File: config.mk
export PLATFORM = sky130hd
export DESIGN_NAME = pbc_mux
export DESIGN_NICKNAME = d
export VERILOG_FILES = /design/src/pbc_mux.v /design/src/pbc_mux_pin.v
export VERILOG_INCLUDE_DIRS = /design/src /design/src/src
export SDC_FILE = /design/constraint.sdc
export NUM_CORES = 1
export LEC_CHECK = 0
export ABC_AREA = 1
export BUFFER_PORTS_ARGS = -buffer_cell sky130_fd_sc_hd__buf_4
export CAP_MARGIN = 15
export CORE_ASPECT_RATIO = 1.4
export CORE_UTILIZATION = 30
export CTS_BUF_LIST = sky130_fd_sc_hd__clkbuf_4 sky130_fd_sc_hd__clkbuf_8 sky130_fd_sc_hd__clkbuf_16
export CTS_CLUSTER_SIZE = 14
export DETAILED_ROUTE_END_ITERATION = 6
export GPL_TIMING_DRIVEN = 0
export SLEW_MARGIN = 20
export SYNTH_ARGS = -nofsm -noshare
export SYNTH_HDL_FRONTEND = slang
export SYNTH_SLANG_ARGS = --single-unit
File: constraint.sdc
create_clock -name clk -period 1.7 [get_ports clk]
set_input_delay 0.34 -clock clk [delete_from_list [all_inputs] [get_ports clk]]
set_output_delay 0.34 -clock clk [all_outputs]
set_load 0.05 [all_outputs]
File: src/pbc_mux_defs.vh
/*
 * Constants for the port B / port C alternate-function mux.
 * Assumes inclusion by bare name from design files under src/.
 */
`ifndef PBC_MUX_DEFS_VH
`define PBC_MUX_DEFS_VH

// Port B pin positions
`define PBC_B_CLK_OUT   0
`define PBC_B_CMP1A     1
`define PBC_B_SS        2
`define PBC_B_MOSI      3
`define PBC_B_MISO      4
`define PBC_B_SCK       5
`define PBC_B_OSC_IN    6
`define PBC_B_OSC_OUT   7
// Port C pin positions (only 7..5 are handled)
`define PBC_C_LOW       5
`define PBC_C_SCL       5
`define PBC_C_RST       6
`define PBC_C_ADC8      7
// Reset values
`define PBC_RST_PIN_EN  1'b1
`define PBC_ZERO8       8'h00

`endif

File: src/pbc_mux.v
/*
 * Alternate-function mux for port B (all pins) and port C pins 7..5.
 * Assumes pads are synchronised here (two flops) and peripherals sit on clk.
 */
// Operation
// - Async select 1, ext clock 0: PB7 detached, becomes oscillator output.
// - Same configuration: PB6 detached, feeds oscillator amplifier input.
// - Crystal pins ignore their direction, output and readback bits.
// - SPI slave forces SCK (PB5) input; master follows direction bit.
// - SPI master forces MISO (PB4) input; slave follows direction bit.
// - SPI slave forces MOSI (PB3) input; master follows direction bit.
// - SPI slave forces slave-select (PB2) input, active low.
// - Forced SPI inputs keep pull-up controlled by the port output bit.
// - Clock-out enable forces PB0 output carrying the system clock.
// - PC6 is external reset after power-on until cleared by control.
// - PC6 is pin-change source 14 only when reset function disabled.
// - Two-wire enable gives PC5 to the two-wire unit as clock.
// - Digital-input disable turns off a channel pin's digital input.
// - PB0..7 feed pin-change 0..7, PC5..7 feed 13..15; sources 8..12 read 0.
// - Direction override enable selects override value for output enable.
// - Without pull-up override, pull-up from direction, output, global disable.
// - Peripheral input taken before port synchronizer, after Schmitt trigger; here it comes after the two pad synchroniser flops.
`timescale 1ns/1ps
`default_nettype none
`include "pbc_mux_defs.vh"
module pbc_mux #(
   parameter integer NPIN = 8
) (
   // Clock and reset
   input  wire            clk,
   input  wire            rst_n,
   input  wire            clk_en,
   // Port registers
   input  wire [NPIN-1:0] port_b_dir,
   input  wire [NPIN-1:0] port_b_out,
   input  wire [NPIN-1:0] port_c_dir,
   input  wire [NPIN-1:0] port_c_out,
   input  wire            global_pullup_disable,
   // Configuration bits
   input  wire            timer2_async_select,
   input  wire            external_clock_select,
   input  wire            spi_enable,
   input  wire            spi_master,
   input  wire            spi_mosi_out,
   input  wire            spi_miso_out,
   input  wire            spi_sck_out,
   input  wire            timer2_compare_out_a_en,
   input  wire            timer2_compare_out_a,
   input  wire            timer1_compare_out_a_en,
   input  wire            timer1_compare_out_a,
   input  wire            timer1_compare_out_b_en,
   input  wire            timer1_compare_out_b,
   input  wire            clock_out_enable,
   input  wire            sys_clk_level,
   input  wire            reset_fn_clear,
   input  wire            two_wire_enable,
   input  wire            two_wire_scl_low,
   input  wire [2:0]      digital_input_disable_c,
   // Pads
   input  wire [NPIN-1:0] pad_b_in,
   input  wire [NPIN-1:0] pad_c_in,
   output reg  [NPIN-1:0] pad_b_oe,
   output reg  [NPIN-1:0] pad_b_out,
   output reg  [NPIN-1:0] pad_b_pu,
   output reg  [2:0]      pad_c_oe,
   output reg  [2:0]      pad_c_out,
   output reg  [2:0]      pad_c_pu,
   // Peripheral side
   output reg  [NPIN-1:0] port_b_in,
   output reg  [2:0]      port_c_in,
   output reg  [NPIN-1:0] peri_b_di,
   output reg  [2:0]      peri_c_di,
   output reg  [15:0]     pin_change_irq_source,
   output reg             timer_osc_active,
   output reg             serial_slave_select,
   output reg             external_reset_pin,
   output reg             timer1_capture_in
);

   ////////////////////////////////////////////////////////////////////////////
   // Mode decode
   wire osc_mode  = timer2_async_select & ~external_clock_select;
   wire spi_slv   = spi_enable & ~spi_master;
   wire spi_mst   = spi_enable & spi_master;
   reg  rst_fn_q, rst_fn_d;

   // Reset function held from power-on until software clears it
   always @* begin
      rst_fn_d = rst_fn_q;
      if (reset_fn_clear)
         rst_fn_d = 1'b0;
   end

   always @(posedge clk or negedge rst_n) begin
      if (!rst_n)
         rst_fn_q <= `PBC_RST_PIN_EN;
      else if (clk_en)
         rst_fn_q <= rst_fn_d;
   end

   ////////////////////////////////////////////////////////////////////////////
   // Override vectors, one bit per pin
   reg [NPIN-1:0] b_dir_oen, b_ddov, b_pvoe, b_pvov, b_pu_oen, b_puov, b_dieoe, b_dieov;
   reg [2:0]      c_dir_oen, c_ddov, c_pvoe, c_pvov, c_pu_oen, c_puov, c_dieoe, c_dieov;
   always @* begin
      b_dir_oen = `PBC_ZERO8;
      b_ddov = `PBC_ZERO8;
      b_pvoe = `PBC_ZERO8;
      b_pvov = `PBC_ZERO8;
      b_pu_oen = `PBC_ZERO8;
      b_puov = `PBC_ZERO8;
      b_dieoe = `PBC_ZERO8;
      b_dieov = `PBC_ZERO8;
      // Clock output on PB0
      if (clock_out_enable) begin
         b_dir_oen[`PBC_B_CLK_OUT] = 1'b1;
         b_ddov[`PBC_B_CLK_OUT] = 1'b1;
         b_pvoe[`PBC_B_CLK_OUT] = 1'b1;
         b_pvov[`PBC_B_CLK_OUT] = sys_clk_level;
      end
      // Timer compares drive only once software set direction
      b_pvoe[`PBC_B_CMP1A] = timer1_compare_out_a_en;
      b_pvov[`PBC_B_CMP1A] = timer1_compare_out_a;
      b_pvoe[`PBC_B_SS]   = timer1_compare_out_b_en;
      b_pvov[`PBC_B_SS]   = timer1_compare_out_b;
      b_pvoe[`PBC_B_MOSI] = timer2_compare_out_a_en;
      b_pvov[`PBC_B_MOSI] = timer2_compare_out_a;
      // SPI: forced inputs leave pull-up to the joint control
      if (spi_slv) begin
         b_dir_oen[`PBC_B_SCK]  = 1'b1;
         b_dir_oen[`PBC_B_MOSI] = 1'b1;
         b_dir_oen[`PBC_B_SS]   = 1'b1;
         b_pvoe[`PBC_B_MISO] = 1'b1;
         b_pvov[`PBC_B_MISO] = spi_miso_out;
      end
      if (spi_mst) begin
         b_dir_oen[`PBC_B_MISO] = 1'b1;
         b_pvoe[`PBC_B_SCK]  = 1'b1;
         b_pvov[`PBC_B_SCK]  = spi_sck_out;
         if (!timer2_compare_out_a_en) begin
            b_pvoe[`PBC_B_MOSI] = 1'b1;
            b_pvov[`PBC_B_MOSI] = spi_mosi_out;
         end
      end
      // Crystal pins: everything forced off, last so it wins
      if (osc_mode) begin
         b_dir_oen[`PBC_B_OSC_OUT] = 1'b1;
         b_pu_oen[`PBC_B_OSC_OUT] = 1'b1;
         b_pvoe[`PBC_B_OSC_OUT] = 1'b1;
         b_dieoe[`PBC_B_OSC_OUT] = 1'b1;
         b_dir_oen[`PBC_B_OSC_IN] = 1'b1;
         b_pu_oen[`PBC_B_OSC_IN] = 1'b1;
         b_pvoe[`PBC_B_OSC_IN] = 1'b1;
         b_dieoe[`PBC_B_OSC_IN] = 1'b1;
      end
   end

   // Port C pins 7..5, index 0..2
   always @* begin
      c_dir_oen = 3'h0;
      c_ddov = 3'h0;
      c_pvoe = 3'h0;
      c_pvov = 3'h0;
      c_pu_oen = 3'h0;
      c_puov = 3'h0;
      c_dieoe = digital_input_disable_c;
      c_dieov = 3'h0;
      // Two-wire clock: open drain, pull low only
      if (two_wire_enable) begin
         c_dir_oen[`PBC_C_SCL-`PBC_C_LOW] = 1'b1;
         c_ddov[`PBC_C_SCL-`PBC_C_LOW] = two_wire_scl_low;
         c_pvoe[`PBC_C_SCL-`PBC_C_LOW] = 1'b1;
         c_pvov[`PBC_C_SCL-`PBC_C_LOW] = 1'b0;
      end
      // Reset pin: input with pull-up, no digital path to the port
      if (rst_fn_q) begin
         c_dir_oen[`PBC_C_RST-`PBC_C_LOW] = 1'b1;
         c_pu_oen[`PBC_C_RST-`PBC_C_LOW] = 1'b1;
         c_puov[`PBC_C_RST-`PBC_C_LOW] = 1'b1;
         c_dieoe[`PBC_C_RST-`PBC_C_LOW] = 1'b1;
      end
   end

   ////////////////////////////////////////////////////////////////////////////
   // Pin cells
   // Synchroniser flops, declared here because the cells read them
   reg  [NPIN-1:0] b_sync1_q, b_sync2_q, c_sync1_q, c_sync2_q;
   wire [NPIN-1:0] b_oe, b_out, b_pu, b_di;
   wire [2:0]      c_oe, c_out, c_pu, c_di;

   genvar gi;
   generate
      for (gi = 0; gi < NPIN; gi = gi + 1) begin : g_b
         pbc_mux_pin u_pin (
            .dir_bit    (port_b_dir[gi]),
            .out_bit    (port_b_out[gi]),
            .pullup_off (global_pullup_disable),
            .dir_ov_en  (b_dir_oen[gi]),
            .dir_ov_val (b_ddov[gi]),
            .val_ov_en  (b_pvoe[gi]),
            .val_ov_val (b_pvov[gi]),
            .pu_ov_en   (b_pu_oen[gi]),
            .pu_ov_val  (b_puov[gi]),
            .die_ov_en  (b_dieoe[gi]),
            .die_ov_val (b_dieov[gi]),
            .pad_in     (b_sync2_q[gi]),
            .pad_oe     (b_oe[gi]),
            .pad_out    (b_out[gi]),
            .pad_pu     (b_pu[gi]),
            .di         (b_di[gi])
         );
      end
      for (gi = 0; gi < 3; gi = gi + 1) begin : g_c
         pbc_mux_pin u_pin (
            .dir_bit    (port_c_dir[gi+`PBC_C_LOW]),
            .out_bit    (port_c_out[gi+`PBC_C_LOW]),
            .pullup_off (global_pullup_disable),
            .dir_ov_en  (c_dir_oen[gi]),
            .dir_ov_val (c_ddov[gi]),
            .val_ov_en  (c_pvoe[gi]),
            .val_ov_val (c_pvov[gi]),
            .pu_ov_en   (c_pu_oen[gi]),
            .pu_ov_val  (c_puov[gi]),
            .die_ov_en  (c_dieoe[gi]),
            .die_ov_val (c_dieov[gi]),
            .pad_in     (c_sync2_q[gi+`PBC_C_LOW]),
            .pad_oe     (c_oe[gi]),
            .pad_out    (c_out[gi]),
            .pad_pu     (c_pu[gi]),
            .di         (c_di[gi])
         );
      end
   endgenerate

   ////////////////////////////////////////////////////////////////////////////
   // Pad synchronisers; pads are async to clk, so two flops come first.
   // The cell's di is thus two cycles late, the nearest a clocked model gets
   // to a tap ahead of the port synchronizer.
   always @(posedge clk or negedge rst_n) begin
      if (!rst_n) begin
         b_sync1_q <= `PBC_ZERO8;
         b_sync2_q <= `PBC_ZERO8;
         c_sync1_q <= `PBC_ZERO8;
         c_sync2_q <= `PBC_ZERO8;
      end else if (clk_en) begin
         b_sync1_q <= pad_b_in;
         b_sync2_q <= b_sync1_q;
         c_sync1_q <= pad_c_in;
         c_sync2_q <= c_sync1_q;
      end
   end

   ////////////////////////////////////////////////////////////////////////////
   // Registered outputs
   always @(posedge clk or negedge rst_n) begin
      if (!rst_n) begin
         pad_b_oe <= `PBC_ZERO8;
         pad_b_out <= `PBC_ZERO8;
         pad_b_pu <= `PBC_ZERO8;
         pad_c_oe <= 3'h0;
         pad_c_out <= 3'h0;
         pad_c_pu <= 3'h0;
         port_b_in <= `PBC_ZERO8;
         port_c_in <= 3'h0;
         peri_b_di <= `PBC_ZERO8;
         peri_c_di <= 3'h0;
         pin_change_irq_source <= 16'h0000;
         timer_osc_active <= 1'b0;
         serial_slave_select <= 1'b1;
         external_reset_pin <= 1'b1;
         timer1_capture_in <= 1'b0;
      end else if (clk_en) begin
         pad_b_oe <= b_oe;
         pad_b_out <= b_out;
         pad_b_pu <= b_pu;
         pad_c_oe <= c_oe;
         pad_c_out <= c_out;
         pad_c_pu <= c_pu;
         port_b_in <= b_di;
         port_c_in <= c_di;
         peri_b_di <= b_di;
         peri_c_di <= c_di;
         // Port C pins 4..0 are outside this block; their sources read 0
         pin_change_irq_source <= {c_di, 5'h00, b_di};
         timer_osc_active <= osc_mode;
         // Active low; idle high when not a slave
         serial_slave_select <= spi_slv ? b_sync2_q[`PBC_B_SS] : 1'b1;
         external_reset_pin <= rst_fn_q ? c_sync2_q[`PBC_C_RST] : 1'b1;
         timer1_capture_in <= b_di[`PBC_B_CLK_OUT];
      end
   end

endmodule // pbc_mux

`default_nettype wire

File: src/pbc_mux_pin.v
/*
 * One pin's generic override cell: direction, value, pull-up, input enable.
 * Assumes the pad sits outside; di is taken after the two pad synchroniser flops in pbc_mux.
 */
`timescale 1ns/1ps
`default_nettype none

module pbc_mux_pin (
   // Port register bits
   input  wire dir_bit,
   input  wire out_bit,
   input  wire pullup_off,
   // Overrides
   input  wire dir_ov_en,
   input  wire dir_ov_val,
   input  wire val_ov_en,
   input  wire val_ov_val,
   input  wire pu_ov_en,
   input  wire pu_ov_val,
   input  wire die_ov_en,
   input  wire die_ov_val,
   // Pad side
   input  wire pad_in,
   output wire pad_oe,
   output wire pad_out,
   output wire pad_pu,
   output wire di
);

   // Direction from override or port register
   assign pad_oe  = dir_ov_en ? dir_ov_val : dir_bit;
   assign pad_out = (val_ov_en & pad_oe) ? val_ov_val : out_bit;
   // Pull-up: joint control unless overridden; output bit keeps pull-up on forced inputs
   assign pad_pu  = pu_ov_en ? pu_ov_val :
                    (~pad_oe & out_bit & ~pullup_off);
   // Raw digital input, gated only by input enable
   assign di      = (die_ov_en ? die_ov_val : 1'b1) & pad_in;

endmodule // pbc_mux_pin

`default_nettype wire

-- After elaboration in Yosys (flattened, before gate mapping)
Cells that the tools add are included.
- bitwise logic cells: 53
- multiplexer cells: 43
- reductions and logical operators: 1
- operator list (kind ; number):
    1-bit two-way mux ; 41
    1-bit AND ; 39
    1-bit inverter ; 14
    2-bit two-way mux ; 2
    2-bit AND reduction ; 1
- register bits: 92
- logic and storage cells: 115
- output and inout bits: 75
- bits of input ports: 73

-- Logic depth before layout (Yosys ltp)
- depth in word-level cells: 8
- gate-level depth with buffers: 8
- gate-level depth less buffers: 8

-- Modules after synthesis
A second synthesis with hierarchy kept.
- cell total of the unflattened synthesis: 544
- area, all modules: 3942.5 um^2
- by module, submodules not included (module ; cells an instance ; area an instance (um^2) ; seq. area each (um^2) ; times used):
    pbc_mux ; 346 ; 2979.1 ; 1755.4 ; 1
    pbc_mux_pin ; 18 ; 87.6 ; 0.0 ; 11

-- Worst setup path after synthesis
OpenSTA, ideal clock, no wires.
- path kind: register to output
- start point: register peri_b_di[0]
- end point: output peri_b_di[0]
- arrival time: 940 ps
- path buffers: 1
- cell stages (with the launch flop): 2
- path slack: 420 ps
- required time: 1360 ps
- cell sequence: dfrtp_1 buf_4
- RTL lines (what ; line ; text):
    start, declared ; pbc_mux.v:71 ; output reg [NPIN-1:0] peri_b_di,
    start signal, assigned ; pbc_mux.v:265 ; peri_b_di <= `PBC_ZERO8;
    start signal, assigned ; pbc_mux.v:281 ; peri_b_di <= b_di;
No word-level cell between the ends.

==> impl_metrics.sql <==
INSERT INTO impl_metrics (metric_group, metric, value, unit) VALUES
('timing', 'rsz0062_at_grt', 'false', ''),
('worst_setup_path', 'cp_data_arrival_time', '1.08', 'ns'),
('pwr', 'intPower', '3.415', 'mW'),
('logic_synthesis', 'synth.top_cells.by_count', '126 x nand2_1, 67 x dfrtp_1, 30 x buf_4, 30 x inv_1, 22 x o21ai_0', ''),
('clock_tree', 'clkLatencyLatePin', '0.33', 'ns'),
('pwr', 'p_comb_share', '28.1', '%'),
('clock_tree', 'cts_num_sinks', '70', ''),
('worst_setup_path', 'slowest_stage', 'dfrtp_1', ''),
('logic_synthesis', 'postSynth.topFlopCell', 'dfrtp_1', ''),
('pwr', 'pwr-share-seq', '37.5', '%'),
('clock_tree', 'cts.clk_slew.worst_paths', '0.06', 'ns'),
('timing', 'fmax', '704.8', 'MHz'),
('cells_and_area', 'finalCoreUtilization', '44.45', '%'),
('worst_setup_path', 'worst_path_largest_cell_delay', '0.43', 'ns'),
('global_route', 'via_count_of_the_first_global_routing_pass', '2547', ''),
('clock_tree', 'cts.htree.levels', '3', ''),
('floorplan', 'floorplan_row_count', '44', ''),
('floorplan', 'fp.dieArea', '10960', 'µm²'),
('clock_tree', 'tritoncts', 'yes', ''),
('cells_and_area', 'finish.net_count', '562', ''),
('timing', 'hold_viol', '0', ''),
('logic_synthesis', 'synth_top_cell_area_share', '53.05', '%'),
('timing', 'final-setup-viol-count', '0', ''),
('logic_synthesis', 'synthMostInstantiatedCell', 'nand2_1', ''),
('drt', 'detail_route.vias_per_cell', '4.263', ''),
('worst_hold_path', 'worstHoldPathType', 'primary input to asynchronous set/reset pin', ''),
('drt', 'drt_drc_violations_left', '0', ''),
('cells_and_area', 'multiInputGateArea', '959.7', 'µm²'),
('logic_synthesis', 'sequential_element_share_of_the_synthesized_area', '55.54', '%'),
('clock_tree', 'clockRootBuffer', 'clkbuf_16', ''),
('run_status', 'result_of_the_run', 'completed', ''),
('floorplan', 'die_w', '88.75', 'µm'),
('cells_and_area', 'layout.area.seq', '1755', 'µm²'),
('worst_setup_path', 'path_class', 'flop to primary output', ''),
('worst_setup_path', 'critical_path_required_time', '1.36', 'ns'),
('drt', 'drt_iter0_drc', '106', ''),
('timing', 'pin_slew_with_the_least_headroom_to_its_limit', '0.9237', 'ns'),
('timing', 'period_utilization_post_route', '83.47', '%'),
('floorplan', 'pin_count', '148', ''),
('timing', 'clock_skew', '0.003067', 'ns'),
('logic_synthesis', 'edff_count_synth', '0', ''),
('timing', 'slew_headroom', '38.42', '%'),
('global_route', 'antenna_found_initial', '0', ''),
('job', 'timing.max_cap.violations', '0', ''),
('logic_synthesis', 'synthDistinctLibCells', '27', ''),
('worst_setup_path', 'path_cells', 'buf_4 -> buf_4', ''),
('logic_synthesis', 'synth_top_area_cell', 'dfrtp_1', ''),
('floorplan', 'floorplan.initialDensity', '30.70', '%'),
('timing', 'post_route_minimum_period', '1.419', 'ns'),
('logic_synthesis', 'synthCells', '348', ''),
('logic_synthesis', 'netlist_top_cells_area', 'dfrtp_1 53%, nand2_1 15%, buf_4 7.1%', ''),
('pwr', 'irDropWorstVdd', '514.9', 'µV'),
('pwr', 'power.share.clock', '34.4', '%'),
('worst_setup_path', 'critPathMostFrequentCell', 'buf_4', ''),
('floorplan', 'die_height', '123.4', 'µm'),
('drt', 'wl', '8563', 'µm'),
('logic_synthesis', 'yosys_register_bits', '70', ''),
('drt', 'detailroute.via_count', '2694', ''),
('global_route', 'grt_start_max_net_pins', '71', ''),
('placed_design', 'hpwl', '6277', 'µm'),
('cells_and_area', 'post_route_cells_drive_above_1_share', '40.89', '%'),
('pwr', 'p_leak', '2.500', 'nW'),
('clock_tree', 'clockBufferDepth', '2', ''),
('clock_tree', 'cts_post_setup_buffers_inserted', '0', ''),
('worst_setup_path', 'timing.critical_path.fanout_max', '4', ''),
('timing', 'timing.setup.tns', '0', 'ns'),
('pwr', 'fin_total_pwr', '5.117', 'mW'),
('drt', 'initial_drt_pass_iterations', '6', ''),
('drt', 'antenna_violating_nets_post_route', '0', ''),
('worst_setup_path', 'cp-start-kind', 'flop', ''),
('cells_and_area', 'diodes', '0', '');
## kinds of logic (layout without fill, tap and decap cells)
logic type             Yosys count  in the layout  share of synthesized area, %
AO/OA/AOI/OAI                   51             51                         10.09
buffers and inverters           74            216                         14.57
flip-flops                      70             70                         55.54
multiplexers                     1              1                        0.3167
other                            1              5                        0.1187
AND/OR/NAND/NOR                151            151                         19.36
## path summary, 6_finish.rpt
| check | endpoint | from | slack (ns) | cells past startpoint |
|---|---|---|---|---|
| worst max-delay path | port_c_in[1] | peri_c_di[1] | 0.28 | 2 |
| worst min-delay path | pad_c_out[0] | rst_n | 0.13 | 1 |
| worst max register to register | pad_c_pu[1] | rst_fn_q | 0.84 | 4 |
| worst min register to register | serial_slave_select | serial_slave_select | 0.47 | 2 |
| max in group asynchronous | peri_c_di[2] | rst_n | 0.95 | 1 |
| min in group clk | rst_fn_q | reset_fn_clear | 0.16 | 2 |
## layer usage
metal  track usage (%)  wire length (µm)  vias up
li1                  -                 -     1339
met1             18.91              3508     1256
met2             27.12              4410       81
met3             3.405               338       18
met4             7.661               306        0
met5                 0                 0        -
## area by class of cell
type | count | share of cell area (%)
repair buffers | 126 | 20.67
plain buffers | 42 | 7.328
clock inverters | 1 | 0.1094
inverters | 32 | 2.734
multi-input cells | 208 | 20.97
clock buffers | 15 | 6.043
flip-flops and latches | 70 | 38.36
well taps | 138 | 3.774
## worst max-delay path, delay by kind of cell, from the launching register on
family / cells / cell delay [ns]
DFF: 1 / 0.43
buffers and inverters: 2 / 0.33
## per-stage QoR
stage	area [µm²]	std cells	setup WS (ns)	hold slack, ns
after floorplan	3176	352	0.4196	0.04441
after detailed placement	4294	616	0.5488	0.4587
after global placement	4294	616	0.5730	0.4543
after global routing	4576	632	0.2421	0.1630
final	4576	632	0.2811	0.1326
after CTS	4576	632	0.2626	0.1573
## layout by cell type (no fill, tap or decap), types with 3 or more instances in the layout
| cell | count |
|---|---|
| a21oi_1 | 5 |
| buf_2 | 4 |
| buf_4 | 156 |
| buf_6 | 8 |
| clkbuf_16 | 9 |
| clkbuf_4 | 5 |
| conb_1 | 5 |
| dfrtp_1 | 67 |
| dfstp_2 | 3 |
| inv_1 | 30 |
| nand2_1 | 126 |
| nand3_1 | 11 |
| nor2_1 | 9 |
| o21ai_0 | 22 |
| o21ai_1 | 7 |
| o21ai_2 | 10 |
| o31ai_1 | 3 |
## sequential cells by signal, summed over array words and instances, names as in the netlist
signal,count
c_sync1_q,3
pad_b_pu,8
pad_b_oe,8
external_reset_pin,1
pad_b_out,8
pad_c_out,3
b_sync2_q,8
rst_fn_q,1
pin_change_irq_source,1
timer_osc_active,1
serial_slave_select,1
peri_c_di,3
pad_c_pu,3
b_sync1_q,8
c_sync2_q,3
pad_c_oe,3
peri_b_di,7
## power groups by stage
stage          registers [mW]  clock network [mW]  logic, mW
2_1_floorplan            2.29                   0      0.601
6_report                 1.92                1.76       1.44
5_1_grt                  1.94                1.87       1.53
3_3_place_gp             1.94                   0       1.43
3_5_place_dp             1.95                   0       1.45
4_1_cts                  1.92                1.80       1.45
Note: power is estimated with default switching activity, not from simulation.
